File: src/design/cpr_defs.svh
// Purpose: Addresses, field positions and reset values of the pin routing block
// Assumes: 8-bit register space reached over the codec's internal register port
// Notes: Included by the routing module
`ifndef CPR_DEFS_SVH
`define CPR_DEFS_SVH

`define CPR_ADDR_W 8
`define CPR_DATA_W 8

`define CPR_ADDR_SEC_IN 8'h12
`define CPR_ADDR_MIC 8'h13
`define CPR_ADDR_PWR 8'h14
`define CPR_ADDR_BIAS 8'h15
`define CPR_ADDR_PORT0 8'h18

`define CPR_RST_SEC_IN 8'h00
`define CPR_RST_MIC 8'h00
`define CPR_RST_PWR 8'h00
`define CPR_RST_BIAS 8'h00
`define CPR_RST_PORT0 8'h40

// Writable bits; the rest are reserved and read as zero
`define CPR_MASK_SEC_IN 8'hfc
`define CPR_MASK_BIAS 8'hf0

// Three-bit source codes of the secondary port inputs
`define CPR_SRC_OFF 3'h0
`define CPR_SRC_GP1 3'h1
`define CPR_SRC_GP2 3'h2
`define CPR_SRC_GI1 3'h3
`define CPR_SRC_DOUT 3'h4
`define CPR_SRC_PDIN 3'h5

// Two-bit pin codes
`define CPR_PIN_OFF 2'h0
`define CPR_PIN_GP1 2'h1
`define CPR_PIN_GP2 2'h2
`define CPR_PIN_GI1 2'h3

`endif

File: src/design/cpr_pkg.sv
// Purpose: Types shared by the pin routing block
// Assumes: Field layouts follow cpr_defs.svh
// Notes: Registers are carried as packed structs
package cpr_pkg;

    typedef struct packed {
        logic [2:0] second_port_input_one_source;
        logic [2:0] second_port_input_two_source;
        logic [1:0] rsvd;
    } cpr_sec_in_t;

    typedef struct packed {
        logic record_ch1_type;
        logic record_ch2_type;
        logic mic_pair_a_edge;
        logic mic_pair_b_edge;
        logic [1:0] mic_pair_a_source;
        logic [1:0] mic_pair_b_source;
    } cpr_mic_t;

    typedef struct packed {
        logic mic_source_override;
        logic dout_shared;
        logic [1:0] record_conv_off_pin;
        logic [1:0] playback_conv_off_pin;
        logic limiter_pin_control;
        logic aux_function_pin_control;
    } cpr_pwr_t;

    typedef struct packed {
        logic [1:0] mic_bias_pin_enable;
        logic [1:0] aux_conv_start_pin;
        logic [3:0] rsvd;
    } cpr_bias_t;

    typedef struct packed {
        logic primary_disable;
        logic secondary_disable;
        logic [5:0] other;
    } cpr_port0_t;

    // Pin levels, before and after synchronisation
    typedef struct packed {
        logic general_pin_one;
        logic general_pin_two;
        logic input_only_pin_one;
        logic serial_din;
        logic serial_dout;
        logic microphone_clock;
        logic mic_data;
    } cpr_pins_t;

endpackage

File: src/design/cpr_pin_routing.sv
// Purpose: Pin routing and pin-control configuration of the stereo codec
// Assumes: All pin inputs are asynchronous to ref_clk_i; mic clock well below 5 MHz
// Notes: Microphone sampling detects clock edges after synchronisation
`timescale 1ns/100ps
`include "cpr_defs.svh"

// Functional notes
// RULE_01 - 0x12 bits 7-5 pick the secondary input one source.
// RULE_02 - 0x12 bits 4-2 pick secondary input two, same codes.
// RULE_03 - 0x12 bits 1-0 read zero; software writes zero.
// RULE_04 - 0x13 bits 7, 6 make record channels 1, 2 microphone type.
// RULE_05 - Bit 5 of 0x13 swaps the latching edges of channels 1 and 2.
// RULE_06 - Bit 4 of 0x13 swaps the latching edges of channels 3 and 4.
// RULE_07 - Bits 3-2 of 0x13 pick the data pin for microphone channels 1 and 2.
// RULE_08 - Bits 1-0 of 0x13 pick the data pin for channels 3 and 4.
// RULE_09 - Bit 7 of 0x14 replaces input-only pin one by serial data input; applied to the microphone data pin choice only.
// RULE_10 - Bit 6 of 0x14 makes the output pin also the serial data input.
// RULE_11 - 0x14 bits 5-4 pick a record power-down pin, ORed with register.
// RULE_12 - 0x14 bits 3-2 pick a playback power-down pin, ORed likewise.
// RULE_13 - Bit 1 of 0x14 drives the limiter function from general pin one.
// RULE_14 - Bit 0 of 0x14 drives the auxiliary function from general pin one.
// RULE_15 - Bits 7-6 of 0x15 pick a pin enabling the microphone bias supply.
// RULE_16 - Bits 5-4 of 0x15 pick a conversion start pin; bits 3-0 read zero.
// RULE_17 - Normally the output pin carries primary port transmit data.
// RULE_18 - Every pin input is synchronised before any use.
module cpr_pin_routing (
    input wire logic ref_clk_i, // 10 MHz clock
    input wire logic rst_i, // Async reset, active high
    input wire logic [`CPR_ADDR_W-1:0] reg_addr_i, // Register address
    input wire logic reg_wr_i, // Write strobe
    input wire logic reg_rd_i, // Read strobe
    input wire logic [`CPR_DATA_W-1:0] reg_wdata_i, // Write data
    output logic [`CPR_DATA_W-1:0] reg_rdata_o, // Read data
    input wire logic general_pin_one_i, // Pin level
    input wire logic general_pin_two_i, // Pin level
    input wire logic input_only_pin_one_i, // Pin level
    input wire logic serial_din_i, // Primary data input pin
    input wire logic microphone_clock_i, // Microphone clock pin
    input wire logic serial_dout_i, // Output pin, input side
    output logic serial_dout_o, // Output pin, driven value
    output logic serial_dout_oe_n_o, // Output pin enable, low drives
    input wire logic primary_dout_i, // Primary port transmit data
    input wire logic record_conv_power_ctrl_i, // 1 = keep converter on
    input wire logic playback_conv_power_ctrl_i, // 1 = keep converter on
    output logic primary_din_o, // Primary port receive data
    output logic second_port_din1_o, // Secondary port input one
    output logic second_port_din2_o, // Secondary port input two
    output logic record_ch1_digital_o, // Channel 1 microphone type
    output logic record_ch2_digital_o, // Channel 2 microphone type
    output logic [3:0] mic_data_o, // Latched bits, ch1..ch4
    output logic [3:0] mic_strobe_o, // Pulse per new bit
    output logic record_conv_off_o, // Record converter off
    output logic playback_conv_off_o, // Playback converter off
    output logic limiter_ctrl_o, // Limiter control
    output logic aux_function_ctrl_o, // Auxiliary function control
    output logic mic_bias_en_o, // Bias supply enable
    output logic aux_conv_start_o // Conversion start pulse
);

    function automatic logic pick_pin(input logic [1:0] code, input cpr_pkg::cpr_pins_t p,
                                      input logic ovrd);
        logic v;
        v = 1'b0;
        unique case (code)
            `CPR_PIN_OFF: v = 1'b0;
            `CPR_PIN_GP1: v = p.general_pin_one;
            `CPR_PIN_GP2: v = p.general_pin_two;
            `CPR_PIN_GI1: v = ovrd ? p.serial_din : p.input_only_pin_one; // RULE_09
        endcase
        return v;
    endfunction

    // Reserved codes 6 and 7 give a quiet low input
    function automatic logic pick_src(input logic [2:0] code, input cpr_pkg::cpr_pins_t p,
                                      input logic pdin);
        logic v;
        v = 1'b0;
        case (code)
            `CPR_SRC_GP1: v = p.general_pin_one;
            `CPR_SRC_GP2: v = p.general_pin_two;
            `CPR_SRC_GI1: v = p.input_only_pin_one;
            `CPR_SRC_DOUT: v = p.serial_dout;
            `CPR_SRC_PDIN: v = pdin;
            default: v = 1'b0;
        endcase
        return v;
    endfunction

    // Register group
    cpr_pkg::cpr_sec_in_t sec_in_reg, sec_in_next;
    cpr_pkg::cpr_mic_t mic_reg, mic_next;
    cpr_pkg::cpr_pwr_t pwr_reg, pwr_next;
    cpr_pkg::cpr_bias_t bias_reg, bias_next;
    cpr_pkg::cpr_port0_t port0_reg, port0_next;
    logic [`CPR_DATA_W-1:0] rdata_reg, rdata_next;

    always_comb
    begin
        sec_in_next = sec_in_reg;
        mic_next = mic_reg;
        pwr_next = pwr_reg;
        bias_next = bias_reg;
        port0_next = port0_reg;
        rdata_next = rdata_reg;
        if (reg_wr_i)
        begin
            case (reg_addr_i)
                `CPR_ADDR_SEC_IN: sec_in_next = reg_wdata_i & `CPR_MASK_SEC_IN; // RULE_03
                `CPR_ADDR_MIC: mic_next = reg_wdata_i;
                `CPR_ADDR_PWR: pwr_next = reg_wdata_i;
                `CPR_ADDR_BIAS: bias_next = reg_wdata_i & `CPR_MASK_BIAS; // RULE_16
                `CPR_ADDR_PORT0: port0_next = reg_wdata_i;
                default: ;
            endcase
        end
        if (reg_rd_i)
        begin
            case (reg_addr_i)
                `CPR_ADDR_SEC_IN: rdata_next = sec_in_reg;
                `CPR_ADDR_MIC: rdata_next = mic_reg;
                `CPR_ADDR_PWR: rdata_next = pwr_reg;
                `CPR_ADDR_BIAS: rdata_next = bias_reg;
                `CPR_ADDR_PORT0: rdata_next = port0_reg;
                default: rdata_next = '0;
            endcase
        end
    end

    always_ff @(posedge ref_clk_i or posedge rst_i)
    begin
        if (rst_i)
        begin
            sec_in_reg <= `CPR_RST_SEC_IN;
            mic_reg <= `CPR_RST_MIC;
            pwr_reg <= `CPR_RST_PWR;
            bias_reg <= `CPR_RST_BIAS;
            port0_reg <= `CPR_RST_PORT0;
            rdata_reg <= '0;
        end
        else
        begin
            sec_in_reg <= sec_in_next;
            mic_reg <= mic_next;
            pwr_reg <= pwr_next;
            bias_reg <= bias_next;
            port0_reg <= port0_next;
            rdata_reg <= rdata_next;
        end
    end

    // Two-stage synchronisers; logic reads the second stage and its one-cycle delayed copy prev_reg
    cpr_pkg::cpr_pins_t meta_reg, sync_reg, prev_reg;
    cpr_pkg::cpr_pins_t raw;

    always_comb
    begin
        raw.general_pin_one = general_pin_one_i;
        raw.general_pin_two = general_pin_two_i;
        raw.input_only_pin_one = input_only_pin_one_i;
        raw.serial_din = serial_din_i;
        raw.serial_dout = serial_dout_i;
        raw.microphone_clock = microphone_clock_i;
        raw.mic_data = 1'b0;
    end

    always_ff @(posedge ref_clk_i or posedge rst_i)
    begin
        if (rst_i)
        begin
            meta_reg <= '0;
            sync_reg <= '0;
            prev_reg <= '0;
        end
        else
        begin
            meta_reg <= raw; // RULE_18
            sync_reg <= meta_reg; // RULE_18
            prev_reg <= sync_reg;
        end
    end

    // Routing and control outputs
    logic pdin, pdin_next, pdin_reg;
    logic din1_next, din1_reg, din2_next, din2_reg;
    logic dout_next, dout_reg, oe_n_next, oe_n_reg;
    logic ch1_next, ch1_reg, ch2_next, ch2_reg;
    logic [3:0] mic_next_d, mic_d_reg, stb_next, stb_reg;
    logic rec_off_next, rec_off_reg, pb_off_next, pb_off_reg;
    logic lim_next, lim_reg, aux_next, aux_reg;
    logic bias_en_next, bias_en_reg, start_next, start_reg;
    logic mic_a, mic_b, rise, fall, start_now, start_prev;

    always_comb
    begin
        // Shared mode takes receive data from the output pin
        pdin = pwr_reg.dout_shared ? sync_reg.serial_dout : sync_reg.serial_din; // RULE_10
        pdin_next = port0_reg.primary_disable ? 1'b0 : pdin;
        din1_next = 1'b0;
        din2_next = 1'b0;
        if (!port0_reg.secondary_disable)
        begin
            din1_next = pick_src(sec_in_reg.second_port_input_one_source, sync_reg, pdin); // RULE_01
            din2_next = pick_src(sec_in_reg.second_port_input_two_source, sync_reg, pdin); // RULE_02
        end
        // Output pin keeps its primary transmit role, also in shared mode
        dout_next = primary_dout_i; // RULE_17
        oe_n_next = port0_reg.primary_disable;
        ch1_next = mic_reg.record_ch1_type; // RULE_04
        ch2_next = mic_reg.record_ch2_type; // RULE_04

        mic_a = pick_pin(mic_reg.mic_pair_a_source, sync_reg, pwr_reg.mic_source_override); // RULE_07
        mic_b = pick_pin(mic_reg.mic_pair_b_source, sync_reg, pwr_reg.mic_source_override); // RULE_08
        rise = sync_reg.microphone_clock & ~prev_reg.microphone_clock;
        fall = ~sync_reg.microphone_clock & prev_reg.microphone_clock;
        // Data is sampled with the same two-stage delay as the clock, so phases match
        stb_next[0] = (mic_reg.mic_pair_a_source != `CPR_PIN_OFF) &
                      (mic_reg.mic_pair_a_edge ? rise : fall); // RULE_05
        stb_next[1] = (mic_reg.mic_pair_a_source != `CPR_PIN_OFF) &
                      (mic_reg.mic_pair_a_edge ? fall : rise); // RULE_05
        stb_next[2] = (mic_reg.mic_pair_b_source != `CPR_PIN_OFF) &
                      (mic_reg.mic_pair_b_edge ? rise : fall); // RULE_06
        stb_next[3] = (mic_reg.mic_pair_b_source != `CPR_PIN_OFF) &
                      (mic_reg.mic_pair_b_edge ? fall : rise); // RULE_06
        mic_next_d[0] = stb_next[0] ? mic_a : mic_d_reg[0];
        mic_next_d[1] = stb_next[1] ? mic_a : mic_d_reg[1];
        mic_next_d[2] = stb_next[2] ? mic_b : mic_d_reg[2];
        mic_next_d[3] = stb_next[3] ? mic_b : mic_d_reg[3];

        rec_off_next = ~record_conv_power_ctrl_i |
                       pick_pin(pwr_reg.record_conv_off_pin, sync_reg, 1'b0); // RULE_11
        pb_off_next = ~playback_conv_power_ctrl_i |
                      pick_pin(pwr_reg.playback_conv_off_pin, sync_reg, 1'b0); // RULE_12
        lim_next = pwr_reg.limiter_pin_control & sync_reg.general_pin_one; // RULE_13
        aux_next = pwr_reg.aux_function_pin_control & sync_reg.general_pin_one; // RULE_14
        bias_en_next = pick_pin(bias_reg.mic_bias_pin_enable, sync_reg, 1'b0); // RULE_15
        // A start is the rising edge of the chosen pin, so a held level starts once
        start_now = pick_pin(bias_reg.aux_conv_start_pin, sync_reg, 1'b0); // RULE_16
        start_prev = pick_pin(bias_reg.aux_conv_start_pin, prev_reg, 1'b0);
        start_next = start_now & ~start_prev;
    end

    always_ff @(posedge ref_clk_i or posedge rst_i)
    begin
        if (rst_i)
        begin
            pdin_reg <= 1'b0;
            din1_reg <= 1'b0;
            din2_reg <= 1'b0;
            dout_reg <= 1'b0;
            oe_n_reg <= 1'b1;
            ch1_reg <= 1'b0;
            ch2_reg <= 1'b0;
            mic_d_reg <= 4'h0;
            stb_reg <= 4'h0;
            rec_off_reg <= 1'b1;
            pb_off_reg <= 1'b1;
            lim_reg <= 1'b0;
            aux_reg <= 1'b0;
            bias_en_reg <= 1'b0;
            start_reg <= 1'b0;
        end
        else
        begin
            pdin_reg <= pdin_next;
            din1_reg <= din1_next;
            din2_reg <= din2_next;
            dout_reg <= dout_next;
            oe_n_reg <= oe_n_next;
            ch1_reg <= ch1_next;
            ch2_reg <= ch2_next;
            mic_d_reg <= mic_next_d;
            stb_reg <= stb_next;
            rec_off_reg <= rec_off_next;
            pb_off_reg <= pb_off_next;
            lim_reg <= lim_next;
            aux_reg <= aux_next;
            bias_en_reg <= bias_en_next;
            start_reg <= start_next;
        end
    end

    assign reg_rdata_o = rdata_reg;
    assign primary_din_o = pdin_reg;
    assign second_port_din1_o = din1_reg;
    assign second_port_din2_o = din2_reg;
    assign serial_dout_o = dout_reg;
    assign serial_dout_oe_n_o = oe_n_reg;
    assign record_ch1_digital_o = ch1_reg;
    assign record_ch2_digital_o = ch2_reg;
    assign mic_data_o = mic_d_reg;
    assign mic_strobe_o = stb_reg;
    assign record_conv_off_o = rec_off_reg;
    assign playback_conv_off_o = pb_off_reg;
    assign limiter_ctrl_o = lim_reg;
    assign aux_function_ctrl_o = aux_reg;
    assign mic_bias_en_o = bias_en_reg;
    assign aux_conv_start_o = start_reg;

endmodule // cpr_pin_routing

File: config.mk
export PLATFORM = sky130hd
export DESIGN_NAME = cpr_pin_routing
export DESIGN_NICKNAME = d
export VERILOG_FILES = /design/src/design/cpr_pkg.sv /design/src/design/cpr_pin_routing.sv
export VERILOG_INCLUDE_DIRS = /design/src /design/src/design
export SDC_FILE = /design/constraint.sdc
export NUM_CORES = 1
export LEC_CHECK = 0
export BUFFER_PORTS_ARGS = -buffer_cell sky130_fd_sc_hd__buf_2
export CAP_MARGIN = 20
export CORE_MARGIN = 4
export CORE_UTILIZATION = 50
export DETAILED_ROUTE_END_ITERATION = 8
export PLACE_DENSITY = 0.8
export SLEW_MARGIN = 10
export SYNTH_ARGS = -nofsm -noshare
export SYNTH_HDL_FRONTEND = slang
export SYNTH_SLANG_ARGS = --single-unit
File: constraint.sdc
create_clock -name ref_clk_i -period 2.4 [get_ports ref_clk_i]
set_input_delay 0.36 -clock ref_clk_i [delete_from_list [all_inputs] [get_ports ref_clk_i]]
set_output_delay 0.36 -clock ref_clk_i [all_outputs]
set_load 0.005 [all_outputs]
==> results of run 1 <==
[Yosys cell counts (all sizes together), types with 2 or more instances]
cell type / n
a21o: 2
and2: 3
nand3: 4
nor2b: 7
o21a: 3
nand2: 11
nand3b: 4
clkbuf: 6
nor2: 12
dfstp: 4
mux2: 46
nor3b: 3
o22ai: 5
dfrtp: 75
mux2i: 5
a31oi: 4
o21ai: 5
a22oi: 10
a22o: 7
nand2b: 3
inv: 9
nor3: 3
a21oi: 11
[where the power goes]
group,switching [mW],internal [mW],leakage [nW]
registers,0.0594,1.41,1.03
logic,0.119,0.120,0.754
clock network,0.451,0.563,0.109
total,0.630,2.09,1.90
[critical path, cell delays in order]
cell and delay [ps]:
buf_2 110, or4b_4 560, nor3b_4 270, nor3b_4 490, mux2_2 400
[layout make-up]
type,count,share of cell area (%)
clock buffer,13,4.35
multi-input combinational,157,31.8
timing repair buffer,61,8.44
clock inverter,3,1.03
sequential,79,51.0
inverter,9,0.870
tap,77,2.48
[kinds of logic (layout without fill, tap and decap cells)]
logic type / Yosys count / in the layout / synth area share (%)
multiplexers: 51 / 51 / 17.3
flip-flops: 79 / 79 / 60.4
AO/OA/AOI/OAI: 53 / 53 / 11.0
buffers and inverters: 16 / 86 / 1.87
AND/OR/NAND/NOR: 53 / 53 / 9.35
[layer usage]
metal / vias up / GRT usage, % / part of all wire [%]
li1: 1042 / - / -
met5: - / 0 / 0
met4: 0 / 5.55 / 1.0
met1: 1136 / 24.9 / 44
met2: 68 / 30.2 / 49
met3: 9 / 4.98 / 6.0
[final timing paths]
kind	from	to	slack [ps]	depth (start not counted)
max	reg_addr_i[5]	ch1_next$_DFFE_PP0P_	440	5
min	rst_i	meta_reg[1]$_DFF_PP0_	20	2
max reg2reg	sync_reg[6]$_DFF_PP0_	second_port_din2_o$_DFF_PP0_	780	3
min reg2reg	meta_reg[5]$_DFF_PP0_	sync_reg[5]$_DFF_PP0_	350	0
max in group asynchronous	rst_i	port0_reg[6]$_DFFE_PP1P_	1670	3
min in group ref_clk_i	input_only_pin_one_i	meta_reg[4]$_DFF_PP0_	120	1
==> results.cfg, run 1 <==
[placement]
io_buffer_count = 57
detailedPlacementHpwl_um = 4910
dp_worst_setup_slack_ps = 97.5
place.detailed.instances = 383
gp_routability_congestion = 0.798
dpl-instance-area_um2 = 3680

[floorplanning]
fp-row-count = 29
die_width_um = 89.0
chipHeight_um = 89.0
initial_utilization_pct = 51.6
fp.dieArea_um2 = 7920
placeableCoreArea_um2 = 6350
io-pin-count = 58

[setup_path]
worst_setup_path_end_kind = register
critPathMaxFanout = 8
arrival_ps = 2190
worst-setup-path-type = in -> reg
setup.worst_path.start_class = input pin
crit_required_ps = 2630

[timing]
worst_slew_pin_slew_ps = 676
report.final.slew_viol_count = 0
fin_worst_skew_ps = 6.62
setup_slack_ps = 437
finalHoldViolations = 0
whs_ps = 23.2
final.min_clock_period_ps = 1960
final_cycle_utilization_of_the_critical_path_pct = 81.8
timing.slew.headroom_pct = 53.8
setup_tns_ps = 0
timing.final.setup_violations = 0
top_achievable_clock_speed_mhz = 510
rsz0062_at_grt = no

[route]
vias = 2255
detail_route.wirelength_um = 6830
antenna_left = 0
wire_per_inst_um = 17.1
remaining_drc_errors = 0
route.detailed.vias_per_inst = 5.65
number_of_design_rule_violations_left_by_the_first_detailed_router_iteration = 123
first_pass_iters = 5

[pwr]
max-vdd-ir-drop_mv = 0.477
total_leakage_power_nw = 1.90
power_per_unit_of_standard_cell_area_nw_per_um2 = 701
power_mw = 2.72

[layout]
final_cells = 399
regArea_um2 = 1980
n_antenna_cell = 0
layout.cells.most_common_list = 75 x dfrtp_1, 57 x buf_2, 46 x mux2_2
area_of_combinational_cells_with_multiple_inputs_um2 = 1240
mostFrequentLayoutCell = dfrtp_1
drive_above_1_share_pct = 40.4
nets_finish = 346
final_core_utilization_pct = 61.2
finalInstanceArea_um2 = 3880
syn_to_final_growth_pct = 18.5
filler_cell_count = 516

[logic_synthesis]
synth.cell_area_um2 = 3280
synth_top_cell_by_area = dfrtp_1
number_of_enable_flip_flop_cells_after_synthesis = 0
dominantRegCellSynth = dfrtp_1
synth.yosys.seq_area_share_pct = 60.4
synthesis.nets = 281
synth_area_leaders = dfrtp_1 57%, mux2_2 16%, dfstp_2 3.2%
netlist-cell-type-count = 34
avgSynthCellArea_um2 = 13.0
yosysWarnings = 0
yosys_top_cell_area_share_pct = 57.2
syn-instance-count = 252
synth-seq-cells = 79
synth-async-reset-ratio_pct = 100

[clocking]
cts_made_buffers = 9
cts_htree_levels = 3
cts_root_buf = clkbuf_8
worst_skew_pair.late_latency_ps = 340
tritoncts_clock_tree = done
post_cts.repair.setup_buffers = 0
postCtsHoldBufs = 0
clkSinkCount = 79
postCtsResizedCells = 0
clock_path_buffers = 2
clkTransAtPathRegs_ps = 80

[global_route]
grt_use_total_pct = 18.7
antenna_violations_before_repair = 0
gr-total-overflow = 0
grt_start_max_net_pins = 58
number_of_global_route_vias_before_repair = 2274
grt_pass1_wl_um = 11000

[run_status]
status = complete, no violations

[worst_hold_path]
worst_hold_path_type = in -> async

[run]
cap_violations = 0
No activity file was read; power rests on OpenSTA's default activity.
==> run 2: changes to the inputs <==
CORE_UTILIZATION = 55   (was 50)
PLACE_DENSITY = 0.84   (was 0.8)
clock period = 2 ns   (was 2.4 ns; I/O delays follow)
==> run 2 against run 1 <==
Compared with the run above:
- hold slack improved by 31 ps
- register-to-register slack got worse by 280 ps
- critical path depth increased by 1
- clock skew decreased by 0.97 ps
- via count decreased by 1.1%
- first-iteration DRC count increased by 53%
- sequential power increased by 20%
- worst setup slack got worse by 190 ps
==> results.cfg, run 2 (synthesis gave the netlist of run 1 again) <==
[pwr]
max-vdd-ir-drop_mv = 0.463
power_per_unit_of_standard_cell_area_nw_per_um2 = 788
power_mw = 3.09
total_leakage_power_nw = 1.92

[floorplanning]
fp-row-count = 27
io-pin-count = 58
initial_utilization_pct = 58.1
die_width_um = 85.2
chipHeight_um = 85.2
fp.dieArea_um2 = 7260
placeableCoreArea_um2 = 5640

[global_route]
gr-total-overflow = 0
grt_pass1_wl_um = 11700
grt_use_total_pct = 20.9
global_route.peak_usage_layer = met2
global_route.usage.met3_pct = 4.95
number_of_global_route_vias_before_repair = 2413
grt_util_met1_pct = 27.7
grt_start_max_net_pins = 39
grtUsageMet2_pct = 33.1
antenna_violations_before_repair = 0

[setup_path]
crit_required_ps = 2230
crit_path_end = sec_in_reg[4]$_DFFE_PP0P_
worst_r2r_path_depth = 4
worst-setup-path-type = in -> reg
worst-path-buf-inv = 2
reg2reg_from = pwr_reg[7]$_DFFE_PP0P_
cp.depth = 6
arrival_ps = 1990
critPathMaxFanout = 6
cp_slowest_cell = or4b_4
setup.reg_to_reg.worst_slack_ps = 500
gate_family_responsible_for_the_most_delay_along_the_worst_path = simple AND/OR/NAND/NOR gates
timing.critical_path.from = reg_addr_i[5]
cp_slowest_stage_delay_ps = 560
worst_setup_path_end_kind = register
setup.worst_path.start_class = input pin
path_cells = buf_2, or4b_4, nor3b_4, buf_4, nand3_1, mux2_2
rr_endpoint = mic_data_o[1]$_DFFE_PP0P_

[clocking]
cts_root_buf = clkbuf_8
worst_skew_pair.late_latency_ps = 340
postCtsHoldBufs = 0
postCtsResizedCells = 0
cts_made_buffers = 9
clkSinkCount = 79
clock_path_buffers = 2
tritoncts_clock_tree = done
clkTransAtPathRegs_ps = 80
post_cts.repair.setup_buffers = 0
cts_htree_levels = 3

[route]
first_pass_iters = 4
vias = 2231
route.detailed.vias_per_inst = 5.54
number_of_design_rule_violations_left_by_the_first_detailed_router_iteration = 188
wire_per_inst_um = 16.8
antenna_left = 0
detail_route.wirelength_um = 6780
remaining_drc_errors = 0

[timing]
final.min_clock_period_ps = 1760
timing.slew.headroom_pct = 52.7
final_cycle_utilization_of_the_critical_path_pct = 87.9
rsz0062_at_grt = no
setup_tns_ps = 0
timing.final.setup_violations = 0
worst_slew_pin_slew_ps = 708
report.final.slew_viol_count = 0
fin_worst_skew_ps = 5.65
finalHoldViolations = 0
top_achievable_clock_speed_mhz = 569

[worst_hold_path]
worst_hold_path_type = in -> reg

[placement]
io_buffer_count = 57
place.detailed.instances = 387
gp_routability_congestion = 0.858
detailedPlacementHpwl_um = 4960

[run_status]
status = complete, no violations

[layout]
filler_cell_count = 398
drive_above_1_share_pct = 42.0
final_cells = 403
syn_to_final_growth_pct = 19.8
mostFrequentLayoutCell = dfrtp_1
n_antenna_cell = 0
layout.cells.most_common_list = 75 x dfrtp_1, 57 x buf_2, 46 x mux2_2
nets_finish = 355

[run]
cap_violations = 0
## run 2: cell types whose count changed in the layout (fill, tap and decap cells not counted), sizes merged
cell | before | now
buf | 61 | 70
clkinv | 2 | 3
clkbuf | 13 | 11
clkinvlp | 0 | 3
bufinv | 1 | 0
inv | 9 | 8
## run 2: layer usage
metal | share of wire [%] | wire (um)
met5 | 0 | 0
met4 | 2.0 | 134
met3 | 6.8 | 461
met2 | 48 | 3250
met1 | 43 | 2930
## run 2: worst min-delay path by stage
stage | start | endpoint | slack [ps] | depth (start not counted)
after floorplan | meta_reg[1]$_DFF_PP0_ | sync_reg[1]$_DFF_PP0_ | 330 | 0
after global placement | meta_reg[1]$_DFF_PP0_ | sync_reg[1]$_DFF_PP0_ | 330 | 0
after detailed placement | meta_reg[1]$_DFF_PP0_ | sync_reg[1]$_DFF_PP0_ | 330 | 0
final | input_only_pin_one_i | meta_reg[4]$_DFF_PP0_ | 50 | 1
after global routing | general_pin_one_i | meta_reg[6]$_DFF_PP0_ | 30 | 1
after CTS | input_only_pin_one_i | meta_reg[4]$_DFF_PP0_ | 40 | 1
## run 2: through the flow
stage,utilization (%),area (um^2),setup WS (ps),hold WS (ps)
finish,69.6,3930,242,53.9
global route,69.6,3930,222,33.9
CTS,69.6,3930,272,42.2
detailed placement,66.5,3750,-88.4,335
global placement,66.5,3750,-15.4,332
floorplan,-,3280,60.1,331
## run 2: area by class of cell
type | instances | area, um^2 | area share [%]
flip-flops and latches | 79 | 1980 | 50.4
well taps | 72 | 90.1 | 2.29
multi-input cells | 157 | 1240 | 31.5
clock buffers | 11 | 141 | 3.60
inverters | 9 | 37.5 | 0.955
clock inverters | 5 | 33.8 | 0.860
repair buffers | 70 | 408 | 10.4
## run 2: report_power, final
group / switching (mW) / internal (mW) / total [mW]
Combinational: 0.146 / 0.151 / 0.297
Sequential: 0.0678 / 1.69 / 1.76
Clock: 0.557 / 0.482 / 1.04
Total: 0.771 / 2.32 / 3.09
==> run 3: changes to the inputs <==
CAP_MARGIN = default   (was 20)
REMOVE_ABC_BUFFERS = 1   (was default)
==> run 3 against run 2 <==
Compared with the run above:
- the run now ends with hold timing left
- die area unchanged
- final area is 1.8% higher
- via count increased by 3.0%
- highest routed layer unchanged
- largest power group unchanged
- routed wire length increased by 4.8%
- power is 8.7% higher
==> results.cfg, run 3 (synthesis gave the netlist of run 1 again) <==
[global_route]
grt_pass1_wl_um = 11900
grt_util_met1_pct = 26.9
global_route.usage.met3_pct = 5.05
antenna_violations_before_repair = 0
grt_use_total_pct = 21.0
grtUsageMet2_pct = 34.5
number_of_global_route_vias_before_repair = 2433
gr-total-overflow = 0
grt_start_max_net_pins = 27
global_route.peak_usage_layer = met2

[setup_path]
cp_slowest_stage_delay_ps = 550
setup.reg_to_reg.worst_slack_ps = 510
worst_setup_path_end_kind = register
gate_family_responsible_for_the_most_delay_along_the_worst_path = simple AND/OR/NAND/NOR gates
crit_path_end = mic_reg[4]$_DFFE_PP0P_
rr_endpoint = mic_data_o[1]$_DFFE_PP0P_
path_cells = buf_2, or4b_4, nor3b_4, nor3b_4, buf_12, mux2_2
cp.depth = 6
reg2reg_from = pwr_reg[7]$_DFFE_PP0P_
setup.worst_path.start_class = input pin
worst-path-buf-inv = 2
worst_r2r_path_depth = 4
cp_slowest_cell = or4b_4
critPathMaxFanout = 8
arrival_ps = 1950
critPathMostFrequentCell = nor3b_4
crit_required_ps = 2230
worst-setup-path-type = in -> reg
timing.critical_path.from = reg_addr_i[5]

[clocking]
postCtsResizedCells = 0
clkTransAtPathRegs_ps = 80
tritoncts_clock_tree = done
clkSinkCount = 79
cts_htree_levels = 3
post_cts.repair.setup_buffers = 0
postCtsHoldBufs = 0
clock_path_buffers = 2
worst_skew_pair.late_latency_ps = 350
cts_made_buffers = 9
cts_root_buf = clkbuf_8

[route]
number_of_design_rule_violations_left_by_the_first_detailed_router_iteration = 178
antenna_left = 0
remaining_drc_errors = 0
vias = 2297
first_pass_iters = 5
wire_per_inst_um = 17.5
route.detailed.vias_per_inst = 5.64
detail_route.wirelength_um = 7100

[pwr]
max-vdd-ir-drop_mv = 0.477
power_per_unit_of_standard_cell_area_nw_per_um2 = 841
total_leakage_power_nw = 1.97

[placement]
io_buffer_count = 57
detailedPlacementHpwl_um = 5170
gp_routability_congestion = 0.875

[layout]
filler_cell_count = 379
nets_finish = 359
mostFrequentLayoutCell = dfrtp_1
drive_above_1_share_pct = 43.0
n_antenna_cell = 0
syn_to_final_growth_pct = 22.0
layout.cells.most_common_list = 75 x dfrtp_1, 57 x buf_2, 46 x mux2_2

[floorplanning]
initial_utilization_pct = 58.1
placeableCoreArea_um2 = 5640
fp.dieArea_um2 = 7260
fp-row-count = 27
die_width_um = 85.2
chipHeight_um = 85.2
io-pin-count = 58

[timing]
setup_tns_ps = 0
whs_ps = -4.74
timing.slew.headroom_pct = 62.7
fin_worst_skew_ps = 10.0
timing.final.setup_violations = 0
worst_slew_pin_slew_ps = 558
top_achievable_clock_speed_mhz = 581
report.final.slew_viol_count = 0
final_cycle_utilization_of_the_critical_path_pct = 86.1
rsz0062_at_grt = no
finalHoldViolations = 4
final.min_clock_period_ps = 1720

[run_status]
status = complete, but fails checks
failed_checks = hold timing

[run]
cap_violations = 0

[worst_hold_path]
worst_hold_path_type = in -> async
## run 3: cell types whose count changed in the layout (fill, tap and decap cells not counted), sizes merged
cell	delta
buf	+4
clkinvlp	-3
bufinv	+2
clkbuf	-1
clkinv	+1
inv	+1
## run 3: stage by stage
step / instance area (um^2) / cells / power (mW) / util (%) / worst slack (ps)
after floorplan: 3250 / 245 / 1.93 / - / -317
after global placement: 3780 / 391 / 2.08 / 67.0 / -29.3
after detailed placement: 3780 / 391 / 2.10 / 67.0 / -66.3
after CTS: 4000 / 407 / 3.39 / 70.9 / 295
after global routing: 4000 / 407 / 3.51 / 70.9 / 235
final: 4000 / 407 / 3.36 / 70.9 / 278
## run 3: area by class of cell
class / instances / area, um^2 / area share (%)
inverter: 9 / 33.8 / 0.844
tap: 72 / 90.1 / 2.25
clock buffer: 10 / 138 / 3.44
timing repair buffer: 74 / 438 / 10.9
sequential: 79 / 1980 / 49.5
multi-input combinational: 157 / 1240 / 30.9
clock inverter: 6 / 83.8 / 2.10
## run 3: how the worst min path moves through the flow
stage,start,endpoint,slack [ps],depth (start not counted)
3_5_place_dp,meta_reg[1]$_DFF_PP0_,sync_reg[1]$_DFF_PP0_,330,0
5_1_grt,input_only_pin_one_i,meta_reg[4]$_DFF_PP0_,30,1
3_3_place_gp,meta_reg[5]$_DFF_PP0_,sync_reg[5]$_DFF_PP0_,330,0
2_1_floorplan,meta_reg[1]$_DFF_PP0_,sync_reg[1]$_DFF_PP0_,330,0
6_report,rst_i,mic_reg[0]$_DFFE_PP0P_,-5,2
4_1_cts,rst_i,mic_reg[0]$_DFFE_PP0P_,3,2
## run 3: report_power, final
group          switching (mW)  internal [mW]
clock network           0.567          0.732
registers              0.0670           1.69
logic                   0.152          0.154
total                   0.786           2.58
## run 3: worst register-to-register path, stage by stage, from the launching register on
cell	delay [ps]
dfrtp_1	420
mux2i_1	320
a21oi_1	110
mux2_2	280
mux2_2	260
## run 3: per-layer routing
metal,vias up,wire length [um],part of all wire [%]
li1,1068,-,-
met5,-,0,0
met4,0,103,1.5
met2,88,3570,50
met1,1130,2950,42
met3,11,482,6.8
